==> config.mk <==
export PLATFORM = sky130hd
export DESIGN_NAME = tsa_scratchpad
export DESIGN_NICKNAME = d
export VERILOG_FILES = /design/src/tsa_pkg.sv /design/src/tsa_scratchpad.sv
export VERILOG_INCLUDE_DIRS = /design/src
export SDC_FILE = /design/constraint.sdc
export NUM_CORES = 1
export LEC_CHECK = 0
export ABC_AREA = 0
export BUFFER_PORTS_ARGS = -buffer_cell sky130_fd_sc_hd__buf_2
export CAP_MARGIN = 10
export CORE_ASPECT_RATIO = 2
export CORE_MARGIN = 2
export CORE_UTILIZATION = 61
export DETAILED_ROUTE_END_ITERATION = 12
export HOLD_SLACK_MARGIN = 0.12
export PLACE_DENSITY = 0.86
export SLEW_MARGIN = 20
export SYNTH_ARGS = -nofsm -noshare
export SYNTH_HDL_FRONTEND = slang
export SYNTH_SLANG_ARGS = --single-unit
==> constraint.sdc <==
create_clock -name i_ref_clk -period 8.46 [get_ports i_ref_clk]
set_clock_uncertainty 0.1 [all_clocks]
set_input_delay 1.269 -clock i_ref_clk [delete_from_list [all_inputs] [get_ports i_ref_clk]]
set_output_delay 1.269 -clock i_ref_clk [all_outputs]
set_load 0.1 [all_outputs]
==> src/tsa_cfg.svh <==
// Constants for the thermometer scratchpad and alarm block
`ifndef TSA_CFG_SVH
`define TSA_CFG_SVH
`define TSA_TEMP_RESET      16'h0550
`define TSA_OFS_TEMP_LO     4'h0
`define TSA_OFS_TEMP_HI     4'h1
`define TSA_OFS_ALARM_HI    4'h2
`define TSA_OFS_ALARM_LO    4'h3
`define TSA_OFS_CONFIG      4'h4
`define TSA_OFS_RSVD_A      4'h5
`define TSA_OFS_RSVD_B      4'h6
`define TSA_OFS_RSVD_C      4'h7
`define TSA_OFS_CRC         4'h8
`define TSA_CFG_WR_MASK     8'h60
`define TSA_CFG_FIXED       8'h1F
`define TSA_CFG_RESET       8'h7F
`define TSA_RSVD_A_VAL      8'hFF
`define TSA_RSVD_B_VAL      8'h00
`define TSA_RSVD_C_VAL      8'h10
`define TSA_CRC_POLY        8'h8C
`define TSA_FAMILY_CODE     8'h5A
`define TSA_SERIAL_NUMBER   48'h0000_0000_0001
`define TSA_RECALL_CYCLES   4'h8
`endif

==> src/tsa_pkg.sv <==
// Types for the thermometer scratchpad and alarm block
package tsa_pkg;
    typedef enum logic [1:0] {
        TSA_RES_9  = 2'h0,
        TSA_RES_10 = 2'h1,
        TSA_RES_11 = 2'h2,
        TSA_RES_12 = 2'h3
    } tsa_res_t;

    typedef struct packed {
        logic [7:0] alarm_high;
        logic [7:0] alarm_low;
        logic [7:0] config_byte;
    } tsa_nv_t;

    typedef enum {
        TSA_IDLE,
        TSA_RECALL,
        TSA_COPY
    } tsa_state_t;
endpackage

==> src/tsa_scratchpad.sv <==
// Scratchpad, alarm compare, identity code and nonvolatile transfers
//
// Operation
// RULE1 - Temperature resets to plus eighty-five code
// RULE2 - Temperature is sixteen-bit sign-extended sixteenths
// RULE3 - Low bits undefined at reduced resolution
// RULE4 - Compare against limits after every conversion
// RULE5 - Limits are signed eight-bit values
// RULE6 - Compare uses temperature bits eleven to four
// RULE7 - Alarm when at or beyond either limit
// RULE8 - Alarm flag recomputed on each conversion
// RULE9 - Alarm search answered only when flagged
// RULE10 - Master reconverts after limits change
// RULE11 - Identity: family, serial, CRC byte
// RULE12 - CRC polynomial x8 x5 x4 one
// RULE13 - Bytes zero, one show temperature, read-only
// RULE14 - Bytes two to four writable, rest fixed
// RULE15 - Byte eight is CRC of bytes 0-7
// RULE16 - CRC tracks scratchpad contents
// RULE17 - Write stores bytes two, three, four
// RULE18 - Read sends bytes ascending from zero
// RULE19 - Copy moves three bytes to nonvolatile
// RULE20 - Power-up reloads nonvolatile bytes
// RULE21 - Recall reloads; status zero then one
// RULE22 - Resolution bits default to twelve-bit
// RULE23 - Reserved configuration bits ignore writes
// RULE24 - Limit bytes usable as plain storage
// RULE25 - Copy and recall are atomic

`timescale 1ns/1ps
`default_nettype none
`include "tsa_cfg.svh"

module tsa_scratchpad
    import tsa_pkg::*;
#(
    parameter logic [7:0]  FAMILY_CODE   = `TSA_FAMILY_CODE,
    parameter logic [47:0] SERIAL_NUMBER = `TSA_SERIAL_NUMBER,
    parameter logic [3:0]  RECALL_CYCLES = `TSA_RECALL_CYCLES
) (
    input  wire logic        i_ref_clk,
    input  wire logic        i_reset,
    input  wire logic        i_conv_done,
    input  wire logic [15:0] i_conv_temp,
    input  wire logic        i_wr_strobe,
    input  wire logic [1:0]  i_wr_index,
    input  wire logic [7:0]  i_wr_data,
    input  wire logic [3:0]  i_rd_addr,
    input  wire logic        i_copy_cmd,
    input  wire logic        i_nonvolatile_reload_cmd,
    input  wire logic        i_alarm_search_cmd,
    output logic [7:0]       o_rd_data,
    output logic             o_recall_status,
    output logic             o_busy,
    output logic             o_alarm_flag,
    output logic             o_search_join,
    output logic [1:0]       o_resolution,
    output logic [63:0]      o_identity
);

    // Serial CRC over a byte, LSB first, reflected form of x8+x5+x4+1
    function automatic logic [7:0] crc_byte(input logic [7:0] crc,
                                            input logic [7:0] data);
        logic [7:0] c;
        c = crc;
        for (int i = 0; i < 8; i++) begin
            if (c[0] ^ data[i]) begin
                c = (c >> 1) ^ `TSA_CRC_POLY; // [RULE12]
            end else begin
                c = c >> 1;
            end
        end
        return c;
    endfunction

    logic [15:0] temp_q,   temp_d;
    tsa_nv_t     pad_q,    pad_d;
    tsa_nv_t     nv_q,     nv_d;
    logic        alarm_q,  alarm_d;
    logic [3:0]  cnt_q,    cnt_d;
    logic [7:0]  rd_q,     rd_d;
    tsa_state_t  state_q,  state_d;
    logic [7:0]  crc_q,    crc_d;
    logic [15:0] masked;
    logic signed [7:0] temp_cmp;
    logic [7:0]  bytes [8];

    // Conversion result trimmed to the active resolution
    always_comb begin
        masked = i_conv_temp;
        case (tsa_res_t'(pad_q.config_byte[6:5])) // [RULE22]
            TSA_RES_11: masked[0]   = 1'b0;        // [RULE3]
            TSA_RES_10: masked[1:0] = 2'b00;       // [RULE3]
            TSA_RES_9:  masked[2:0] = 3'b000;      // [RULE3]
            default:    masked      = i_conv_temp;
        endcase
    end

    assign temp_cmp = signed'(temp_d[11:4]); // [RULE6]

    always_comb begin
        temp_d  = temp_q;
        alarm_d = alarm_q;
        if (i_conv_done) begin
            temp_d = masked; // [RULE2]
            // Signed compare, both limits inclusive
            alarm_d = (temp_cmp <= signed'(pad_q.alarm_low)) ||
                      (temp_cmp >= signed'(pad_q.alarm_high)); // [RULE4] [RULE5] [RULE7] [RULE8]
        end
    end

    // Scratchpad writes and the nonvolatile transfer sequencer
    always_comb begin
        pad_d   = pad_q;
        nv_d    = nv_q;
        state_d = state_q;
        cnt_d   = cnt_q;
        case (state_q)
            TSA_IDLE: begin
                if (i_nonvolatile_reload_cmd) begin
                    state_d = TSA_RECALL;
                    cnt_d   = RECALL_CYCLES;
                end else if (i_copy_cmd) begin
                    state_d = TSA_COPY;
                end else if (i_wr_strobe) begin
                    if (i_wr_index == 2'h0) begin
                        pad_d.alarm_high = i_wr_data; // [RULE17] [RULE24]
                    end else if (i_wr_index == 2'h1) begin
                        pad_d.alarm_low = i_wr_data;  // [RULE17] [RULE24]
                    end else if (i_wr_index == 2'h2) begin
                        pad_d.config_byte = (i_wr_data & `TSA_CFG_WR_MASK)
                                          | `TSA_CFG_FIXED; // [RULE23] [RULE17]
                    end
                end
            end
            TSA_RECALL: begin
                if (cnt_q == 4'h1) begin
                    pad_d   = nv_q; // [RULE21] [RULE25]
                    state_d = TSA_IDLE;
                end
                cnt_d = cnt_q - 4'h1;
            end
            TSA_COPY: begin
                nv_d    = pad_q; // [RULE19] [RULE25]
                state_d = TSA_IDLE;
            end
            default: state_d = TSA_IDLE;
        endcase
    end

    // Fixed scratchpad image for read and CRC
    always_comb begin
        bytes[0] = temp_q[7:0];  // [RULE13]
        bytes[1] = temp_q[15:8]; // [RULE13]
        bytes[2] = pad_q.alarm_high; // [RULE14]
        bytes[3] = pad_q.alarm_low;
        bytes[4] = pad_q.config_byte;
        bytes[5] = `TSA_RSVD_A_VAL;
        bytes[6] = `TSA_RSVD_B_VAL;
        bytes[7] = `TSA_RSVD_C_VAL;
        crc_d = 8'h00;
        for (int i = 0; i < 8; i++) begin
            crc_d = crc_byte(crc_d, bytes[i]); // [RULE15] [RULE16]
        end
    end

    // Registered read port; one cycle latency, CRC lags data by one cycle
    always_comb begin
        if (i_rd_addr == `TSA_OFS_CRC) begin
            rd_d = crc_q; // [RULE15]
        end else if (i_rd_addr < `TSA_OFS_CRC) begin
            rd_d = bytes[i_rd_addr[2:0]]; // [RULE18]
        end else begin
            rd_d = 8'h00;
        end
    end

    always_ff @(posedge i_ref_clk or posedge i_reset) begin
        if (i_reset) begin
            temp_q  <= `TSA_TEMP_RESET; // [RULE1]
            // Fixed configuration bits stay visible even before the reload
            pad_q   <= '{8'h00, 8'h00, `TSA_CFG_RESET};
            nv_q    <= '{8'h00, 8'h00, `TSA_CFG_RESET};
            alarm_q <= 1'b0;
            cnt_q   <= RECALL_CYCLES;
            state_q <= TSA_RECALL; // Power-up reload [RULE20]
            rd_q    <= 8'h00;
            crc_q   <= 8'h00;
        end else begin
            temp_q  <= temp_d;
            pad_q   <= pad_d;
            nv_q    <= nv_d;
            alarm_q <= alarm_d;
            cnt_q   <= cnt_d;
            state_q <= state_d;
            rd_q    <= rd_d;
            crc_q   <= crc_d;
        end
    end

    assign o_rd_data       = rd_q;
    assign o_recall_status = (state_q != TSA_RECALL); // [RULE21]
    assign o_busy          = (state_q != TSA_IDLE);
    assign o_alarm_flag    = alarm_q;
    assign o_search_join   = i_alarm_search_cmd & alarm_q; // [RULE9]
    assign o_resolution    = pad_q.config_byte[6:5];

    // Identity CRC folds the family byte, then six serial bytes, LSB first
    logic [55:0] id_body;
    logic [7:0]  id_crc [8];

    assign id_body   = {SERIAL_NUMBER, FAMILY_CODE};
    assign id_crc[0] = 8'h00;

    for (genvar g = 0; g < 7; g++) begin : g_id_crc
        assign id_crc[g + 1] = crc_byte(id_crc[g], id_body[g*8 +: 8]); // [RULE12]
    end

    // Family code lowest, CRC over lower 56 bits on top; codes are arbitrary
    assign o_identity = {id_crc[7], id_body}; // [RULE11]

endmodule

`default_nettype wire

======== Word level (Yosys, flattened, before mapping) ========
Cells that the tools add are included.
storage, ports and cells
  output and inout port bits .............. 78
  register bits after elaboration ......... 117
  bits of input ports ..................... 37
operators by class
  $lt $le $gt $ge ......................... 4
  reductions and logical operators ........ 13
  bitwise logic cells ..................... 104
  mux-type cells .......................... 89
  equality and inequality tests ........... 20
  add/sub/neg operators ................... 1
operator list
  operator             number
  $mux 8               72
  $not 2->3            63
  $mux 24              4
  $mux 32              3
  $pmux 32 s2          1
  $pmux 24 s2          1
  $xor 1x1->1          39
  $eq 32x1->1 const B  1
  $eq 32x2->1 const B  1
  $logic_not 32->1     1
  $ne 32x2->1 const B  1
  $reduce_bool 32->1   1
  $bmux 8 s3           1
  $ne 2x2->1 const B   10
  $mux 16              1
  $mux 12              1
  $ge 8x8->1           1
  $le 8x8->1           1
  $pmux 4 s2           1
  $reduce_and 8->1     1
  $reduce_and 7->1     1
  $reduce_and 6->1     1
  $eq 2x1->1 const B   2
  $eq 2x2->1 const B   2
  16 further kinds     20

======== Longest topological paths before layout ========
  word-level depth ........................ 127
  depth in mapped cells ................... 12
  mapped depth without buffers ............ 11

======== Worst setup path after synthesis ========
OpenSTA, ideal clock, no wires.
  path type ............................... input-to-reg
  start ................................... input i_conv_done
  end ..................................... register alarm_q, in the netlist o_alarm_flag
  required time ........................... 8.278 ns
  stages .................................. 12
  data arrival time ....................... 3.526 ns
  library setup time ...................... 0.082 ns
  setup slack ............................. 4.752 ns
  cells stage by stage .................... clkbuf_1 > mux2_2 > ha_1 > nor2b_1 > o21a_1 > o21a_1 > o21a_1 > o21ai_0 > nand2b_1 > a211oi_1 > o22ai_1 > a31oi_1
between the ends
  longest elaborated chain between the ends .. 3
  elaborated cells between the ends (all ways) .. 4
  classes of those cells .................. 2 x order compare; 1 x mux; 1 x reduce/logical
RTL lines
  what                                             line                                          RTL
  start, declared                                  tsa_scratchpad.sv:43                          input wire logic i_conv_done,
  $mux 12 *                                        tsa_scratchpad.sv:104                         if (i_conv_done) begin
  named net temp_d[5]                              tsa_scratchpad.sv:76                          logic [15:0] temp_q, temp_d;
  $le 8x8->1 / $ge 8x8->1 (equally long branches)  tsa_scratchpad.sv:107, tsa_scratchpad.sv:108
  $logic_or 1x1->1 *                               tsa_scratchpad.sv:107                         alarm_d = (temp_cmp <= signed'(pad_q.alarm_low)) ||
  end signal, assigned                             tsa_scratchpad.sv:193                         alarm_q <= alarm_d;
  end, declared                                    tsa_scratchpad.sv:79                          logic alarm_q, alarm_d;
Mark *: on every way through the listed nets, which the timed path passes. The rest lies on a longest branch.
A chain may end at the register's enable or synchronous reset.

======== Worst setup path after layout ========
  start ................................... register temp_q[1]
  end ..................................... register crc_q[1]
between the ends
  longest elaborated chain between the ends .. 89
  elaborated cells between the ends (all ways) .. 156
  classes of those cells .................. 63 x mux; 93 x bitwise
RTL lines
  what                                                  line                   RTL
  start, declared                                       tsa_scratchpad.sv:76
  start signal, assigned                                tsa_scratchpad.sv:180  temp_q <= `TSA_TEMP_RESET;
  start signal, assigned                                tsa_scratchpad.sv:190  temp_q <= temp_d;
  $xor 1x1->1 *                                         tsa_scratchpad.sv:67   if (c[0] ^ data[i]) begin
  $mux 8 *                                              tsa_scratchpad.sv:67
  $not 2->3 (no line)                                   n/a
  $mux 8 * (3 in series)                                tsa_scratchpad.sv:67
  $xor 1x1->1                                           tsa_scratchpad.sv:67
  $mux 8 *                                              tsa_scratchpad.sv:67
  $not 2->3 (no line)                                   n/a
  $mux 8 * (3 in series)                                tsa_scratchpad.sv:67
  [63 not listed]                                       n/a
  $mux 8 *                                              tsa_scratchpad.sv:67
  $not 2->3 (no line) / $mux 8 (equally long branches)  n/a
  $mux 8 * (7 in series)                                tsa_scratchpad.sv:67
  $not 2->3 (no line) / $mux 8 (equally long branches)  n/a
  $mux 8 *                                              tsa_scratchpad.sv:67
  $not 2->3 (no line)                                   n/a
  $mux 8 * (2 in series)                                tsa_scratchpad.sv:67
  named net crc_d[1]                                    tsa_scratchpad.sv:83   logic [7:0] crc_q, crc_d;
  end signal, assigned                                  tsa_scratchpad.sv:197  crc_q <= crc_d;
  end, declared                                         tsa_scratchpad.sv:83
Mark *: on every way through the listed nets, which the timed path passes.

==> tab_implementation.tex <==
\begin{tabular}{lr}
\hline
Metric & Value \\
\hline
\multicolumn{2}{l}{\textbf{Yosys}} \\
\quad Synth area leader & sky130\_fd\_sc\_hd\_\_dfrtp\_1 \\
\quad Avg Inst Size Synth & 10.8 µm² \\
\quad Synth Instances & 561 \\
\quad Post-synth cell types & 43 \\
\quad Largest cells by area after synthesis & sky130\_fd\_sc\_hd\_\_dfrtp\_1 (28\%), sky130\_fd\_sc\_hd\_\_xnor2\_1 (10\%), sky130\_fd\_sc\_hd\_\_dfstp\_2 (8.7\%), sky130\_fd\_sc\_hd\_\_buf\_4 (8.2\%), sky130\_fd\_sc\_hd\_\_xnor3\_1 (5.2\%) \\
\quad Synth Cell Area & 6060 µm² \\
\quad Seq cells post-synth & 87 \\
\quad Portion of the post-synthesis area used by sequential elements & 0.363 \\
\quad Count of warnings emitted by yosys & 0 \\
\quad Portion of synthesized cell area occupied by the leading cell type & 0.277 \\
\multicolumn{2}{l}{\textbf{Final layout}} \\
\quad Leading cell type in the layout, fill and taps excluded & sky130\_fd\_sc\_hd\_\_xnor2\_1 \\
\quad Diodes inserted & 0 \\
\quad Most used cells in the layout excluding fill and tap cells & sky130\_fd\_sc\_hd\_\_xnor2\_1 (69), sky130\_fd\_sc\_hd\_\_dfrtp\_1 (67), sky130\_fd\_sc\_hd\_\_conb\_1 (64) \\
\quad Ratio of cells with drive above 1 in the final layout & 0.235 \\
\quad Count of fill cells added during filler insertion & 715 \\
\quad Final layout net count & 655 \\
\quad Layout area overhead & 7.04\% \\
\multicolumn{2}{l}{\textbf{Clock tree}} \\
\quad Post-CTS Resized & 0 \\
\quad Post-CTS Setup Bufs & 0 \\
\quad Insertion delay of the later-clocked pin in the worst-skew pair & 350 ps \\
\quad Clock tree from TritonCTS & done \\
\quad Max Buffers Root-to-Sink & 2 \\
\quad Clock root buffer & sky130\_fd\_sc\_hd\_\_clkbuf\_16 \\
\quad Level count of the clock H-tree & 3 \\
\quad Hold\_buf cts & 0 \\
\quad Clock sinks & 87 \\
\quad Clock transition at the registers of the reported paths & 60 ps \\
\quad Cts bufs inserted & 9 \\
\multicolumn{2}{l}{\textbf{Routing}} \\
\quad Average vias per placed instance & 5.46 \\
\quad DR pass1 iterations & 6 \\
\quad Vias post-DR & 4,020 \\
\quad DRC violation count after routing & 0 \\
\quad Final ANT Viol Nets & 0 \\
\quad DRT iter0 DRCs & 213 \\
\quad Total wire length after detailed routing & 13.3 mm \\
\quad Routed length per placed instance & 18.1 µm \\
\multicolumn{2}{l}{\textbf{STA}} \\
\quad Final Max Tran Viols & 0 \\
\quad Hold slack final & 365 ps \\
\quad Sum Neg Setup Slack & 0 ps \\
\quad Minimum period implied by the final worst setup slack & 3800 ps \\
\quad Setup-violating endpoint count in the final report & 0 \\
\quad Tcrit/Tclk final & 0.449 \\
\quad Slew headroom & 0.396 \\
\quad Final hold vios & 0 \\
\quad Minimum setup slack in the final design & 4660 ps \\
\quad Least-Margin Pin Slew & 901 ps \\
\quad Unrepaired setup endpoints after global routing & no \\
\quad Highest achievable clock rate & 263 MHz \\
\multicolumn{2}{l}{\textbf{Placed design}} \\
\quad Placer Congestion & 0.928 \\
\quad Worst setup timing slack at the placement stage & 4520 ps \\
\quad Port Buffers & 50 \\
\quad Placed wire-length estimate & 10.3 mm \\
\multicolumn{2}{l}{\textbf{GRT}} \\
\quad Total global routing track utilization & 0.261 \\
\quad Leftover overflow at the end of global routing & 0 \\
\quad Number of antenna violations at the first check in global routing & 0 \\
\quad First-pass GRT wire length & 20.8 mm \\
\quad Maximum number of pins on one net before global-route repair & 88 \\
\quad Vias in the first global route & 4,054 \\
\multicolumn{2}{l}{\textbf{Die}} \\
\quad Width of the die & 74.5 µm \\
\quad Number of top-level design ports & 115 \\
\quad Area inside the core boundary & 9700 µm² \\
\quad Row Count & 51 \\
\quad Initial cell density of the core & 0.625 \\
\quad Die Footprint & 10,800 µm² \\
\quad Vert. Die Dim & 145 µm \\
\multicolumn{2}{l}{\textbf{Flow run}} \\
\quad Max-cap check violation count & 0 \\
\multicolumn{2}{l}{\textbf{Worst hold path}} \\
\quad Min-Delay Path Class & flip-flop to flip-flop \\
\multicolumn{2}{l}{\textbf{Critical path}} \\
\quad WP data required & 8580 ps \\
\quad Data arrival time of the critical path & 3920 ps \\
\quad Max Fanout on Critical Path & 5 \\
\quad Path type of the worst setup path & flip-flop to flip-flop \\
\quad Launching element type of the critical path & flip-flop \\
\quad Type of destination of the critical path & flip-flop \\
\multicolumn{2}{l}{\textbf{Run status}} \\
\quad Result of the run & finished clean \\
\hline
\end{tabular}
==> logic make-up after synthesis <==
family / share of synthesized area
DFF: 0.363
other: 0.00124
muxes: 0.0808
xor gates and xnor gates: 0.245
and+or+nand+nor: 0.0694
buffers and inverters: 0.111
adders and majority gates: 0.0372
AOI/OAI and AO/OA: 0.0927
==> cell type report <==
type                            instances  area [µm²]  area share
Inverter                               25        95.1      0.0147
Sequential cell                        87        2200       0.340
Clock buffer                           12         246      0.0380
Clock inverter                          3        67.6      0.0104
Tap cell                              132         165      0.0255
Timing Repair Buffer                   53         277      0.0426
Multi-Input combinational cell        424        3430       0.529
==> synthesized netlist by cell type <==
library cell,instances
sky130_fd_sc_hd__xnor3_2,10
sky130_fd_sc_hd__nor4b_1,1
sky130_fd_sc_hd__mux2i_1,8
sky130_fd_sc_hd__nand3b_1,1
sky130_fd_sc_hd__a31oi_1,2
sky130_fd_sc_hd__xnor2_4,3
sky130_fd_sc_hd__xnor2_1,69
sky130_fd_sc_hd__clkbuf_1,19
sky130_fd_sc_hd__ha_1,18
sky130_fd_sc_hd__buf_4,66
sky130_fd_sc_hd__nand2_1,34
sky130_fd_sc_hd__or2_2,1
sky130_fd_sc_hd__nand4_1,2
sky130_fd_sc_hd__a21oi_1,22
sky130_fd_sc_hd__dfstp_2,20
sky130_fd_sc_hd__o211ai_1,1
sky130_fd_sc_hd__a32oi_1,1
sky130_fd_sc_hd__xor2_1,9
sky130_fd_sc_hd__mux4_2,6
sky130_fd_sc_hd__o22ai_1,3
sky130_fd_sc_hd__nor3_1,3
sky130_fd_sc_hd__nor3b_1,2
sky130_fd_sc_hd__o21ai_0,43
sky130_fd_sc_hd__nor2_1,28
sky130_fd_sc_hd__a211oi_1,15
sky130_fd_sc_hd__conb_1,2
sky130_fd_sc_hd__a21o_1,3
sky130_fd_sc_hd__o21ai_1,3
sky130_fd_sc_hd__nand2b_1,3
sky130_fd_sc_hd__inv_1,25
sky130_fd_sc_hd__and2_1,9
sky130_fd_sc_hd__nor2b_1,6
sky130_fd_sc_hd__mux4_1,1
sky130_fd_sc_hd__nand3_1,2
sky130_fd_sc_hd__dfrtp_1,67
sky130_fd_sc_hd__a22o_1,1
sky130_fd_sc_hd__xnor2_2,7
sky130_fd_sc_hd__clkbuf_2,2
sky130_fd_sc_hd__xor2_2,3
sky130_fd_sc_hd__a22oi_1,1
sky130_fd_sc_hd__o21a_1,3
sky130_fd_sc_hd__mux2_2,22
sky130_fd_sc_hd__xnor3_1,14
==> metrics by stage <==
stage | instance area (µm²) | utilization | std cells
CTS | 6470 | 0.667 | 736
floorplan | 6290 | - | 623
finish | 6480 | 0.669 | 736
global placement | 6150 | 0.634 | 721
global route | 6480 | 0.669 | 736
detailed placement | 6150 | 0.634 | 721
==> sequential cells by signal, summed over array words and instances (netlist names) <==
name	cells
state_q	2
nv_q	24
cnt_q	4
o_alarm_flag	1
bytes	22
temp_q	16
crc_q	8
o_resolution	2
o_rd_data	8
==> worst max-delay path: stages, from the launching register on <==
cell	delay, ps
sky130_fd_sc_hd__dfrtp_1	460
sky130_fd_sc_hd__xnor3_1	480
sky130_fd_sc_hd__xor2_2	420
sky130_fd_sc_hd__xnor2_1	240
sky130_fd_sc_hd__xnor3_2	560
sky130_fd_sc_hd__xnor2_4	260
sky130_fd_sc_hd__xnor3_2	420
sky130_fd_sc_hd__xnor3_2	460
sky130_fd_sc_hd__xor2_2	170
sky130_fd_sc_hd__xnor2_1	120
==> metal layers <==
layer  GRT usage  vias to the layer above  routed length [µm]
met5           0                        -                   0
met4       0.184                        0                1020
met3      0.0396                       52                 510
met2       0.456                      162                7390
met1       0.268                     1962                4380
li1            -                     1844                   -
==> path summary, 6_finish.rpt <==
kind,from,end,slack (ps),depth (start not counted)
setup / recovery,temp_q[1]$_DFFE_PP0P_,crc_q[1]$_DFF_PP0_,4660,9
hold reg to reg,crc_q[5]$_DFF_PP0_,o_rd_data[5]$_DFF_PP0_,360,2
setup reg to reg,temp_q[1]$_DFFE_PP0P_,crc_q[1]$_DFF_PP0_,4660,9
max in group asynchronous,i_reset,cnt_q[1]$_DFFE_PP0P_,6710,3
hold / removal,crc_q[5]$_DFF_PP0_,o_rd_data[5]$_DFF_PP0_,360,2
min in group asynchronous,i_reset,o_rd_data[1]$_DFF_PP0_,1020,3
Power is left out: the tool's default activity adds up to more than one toggle a clock period on the data nets, which glitch-free logic cannot reach.
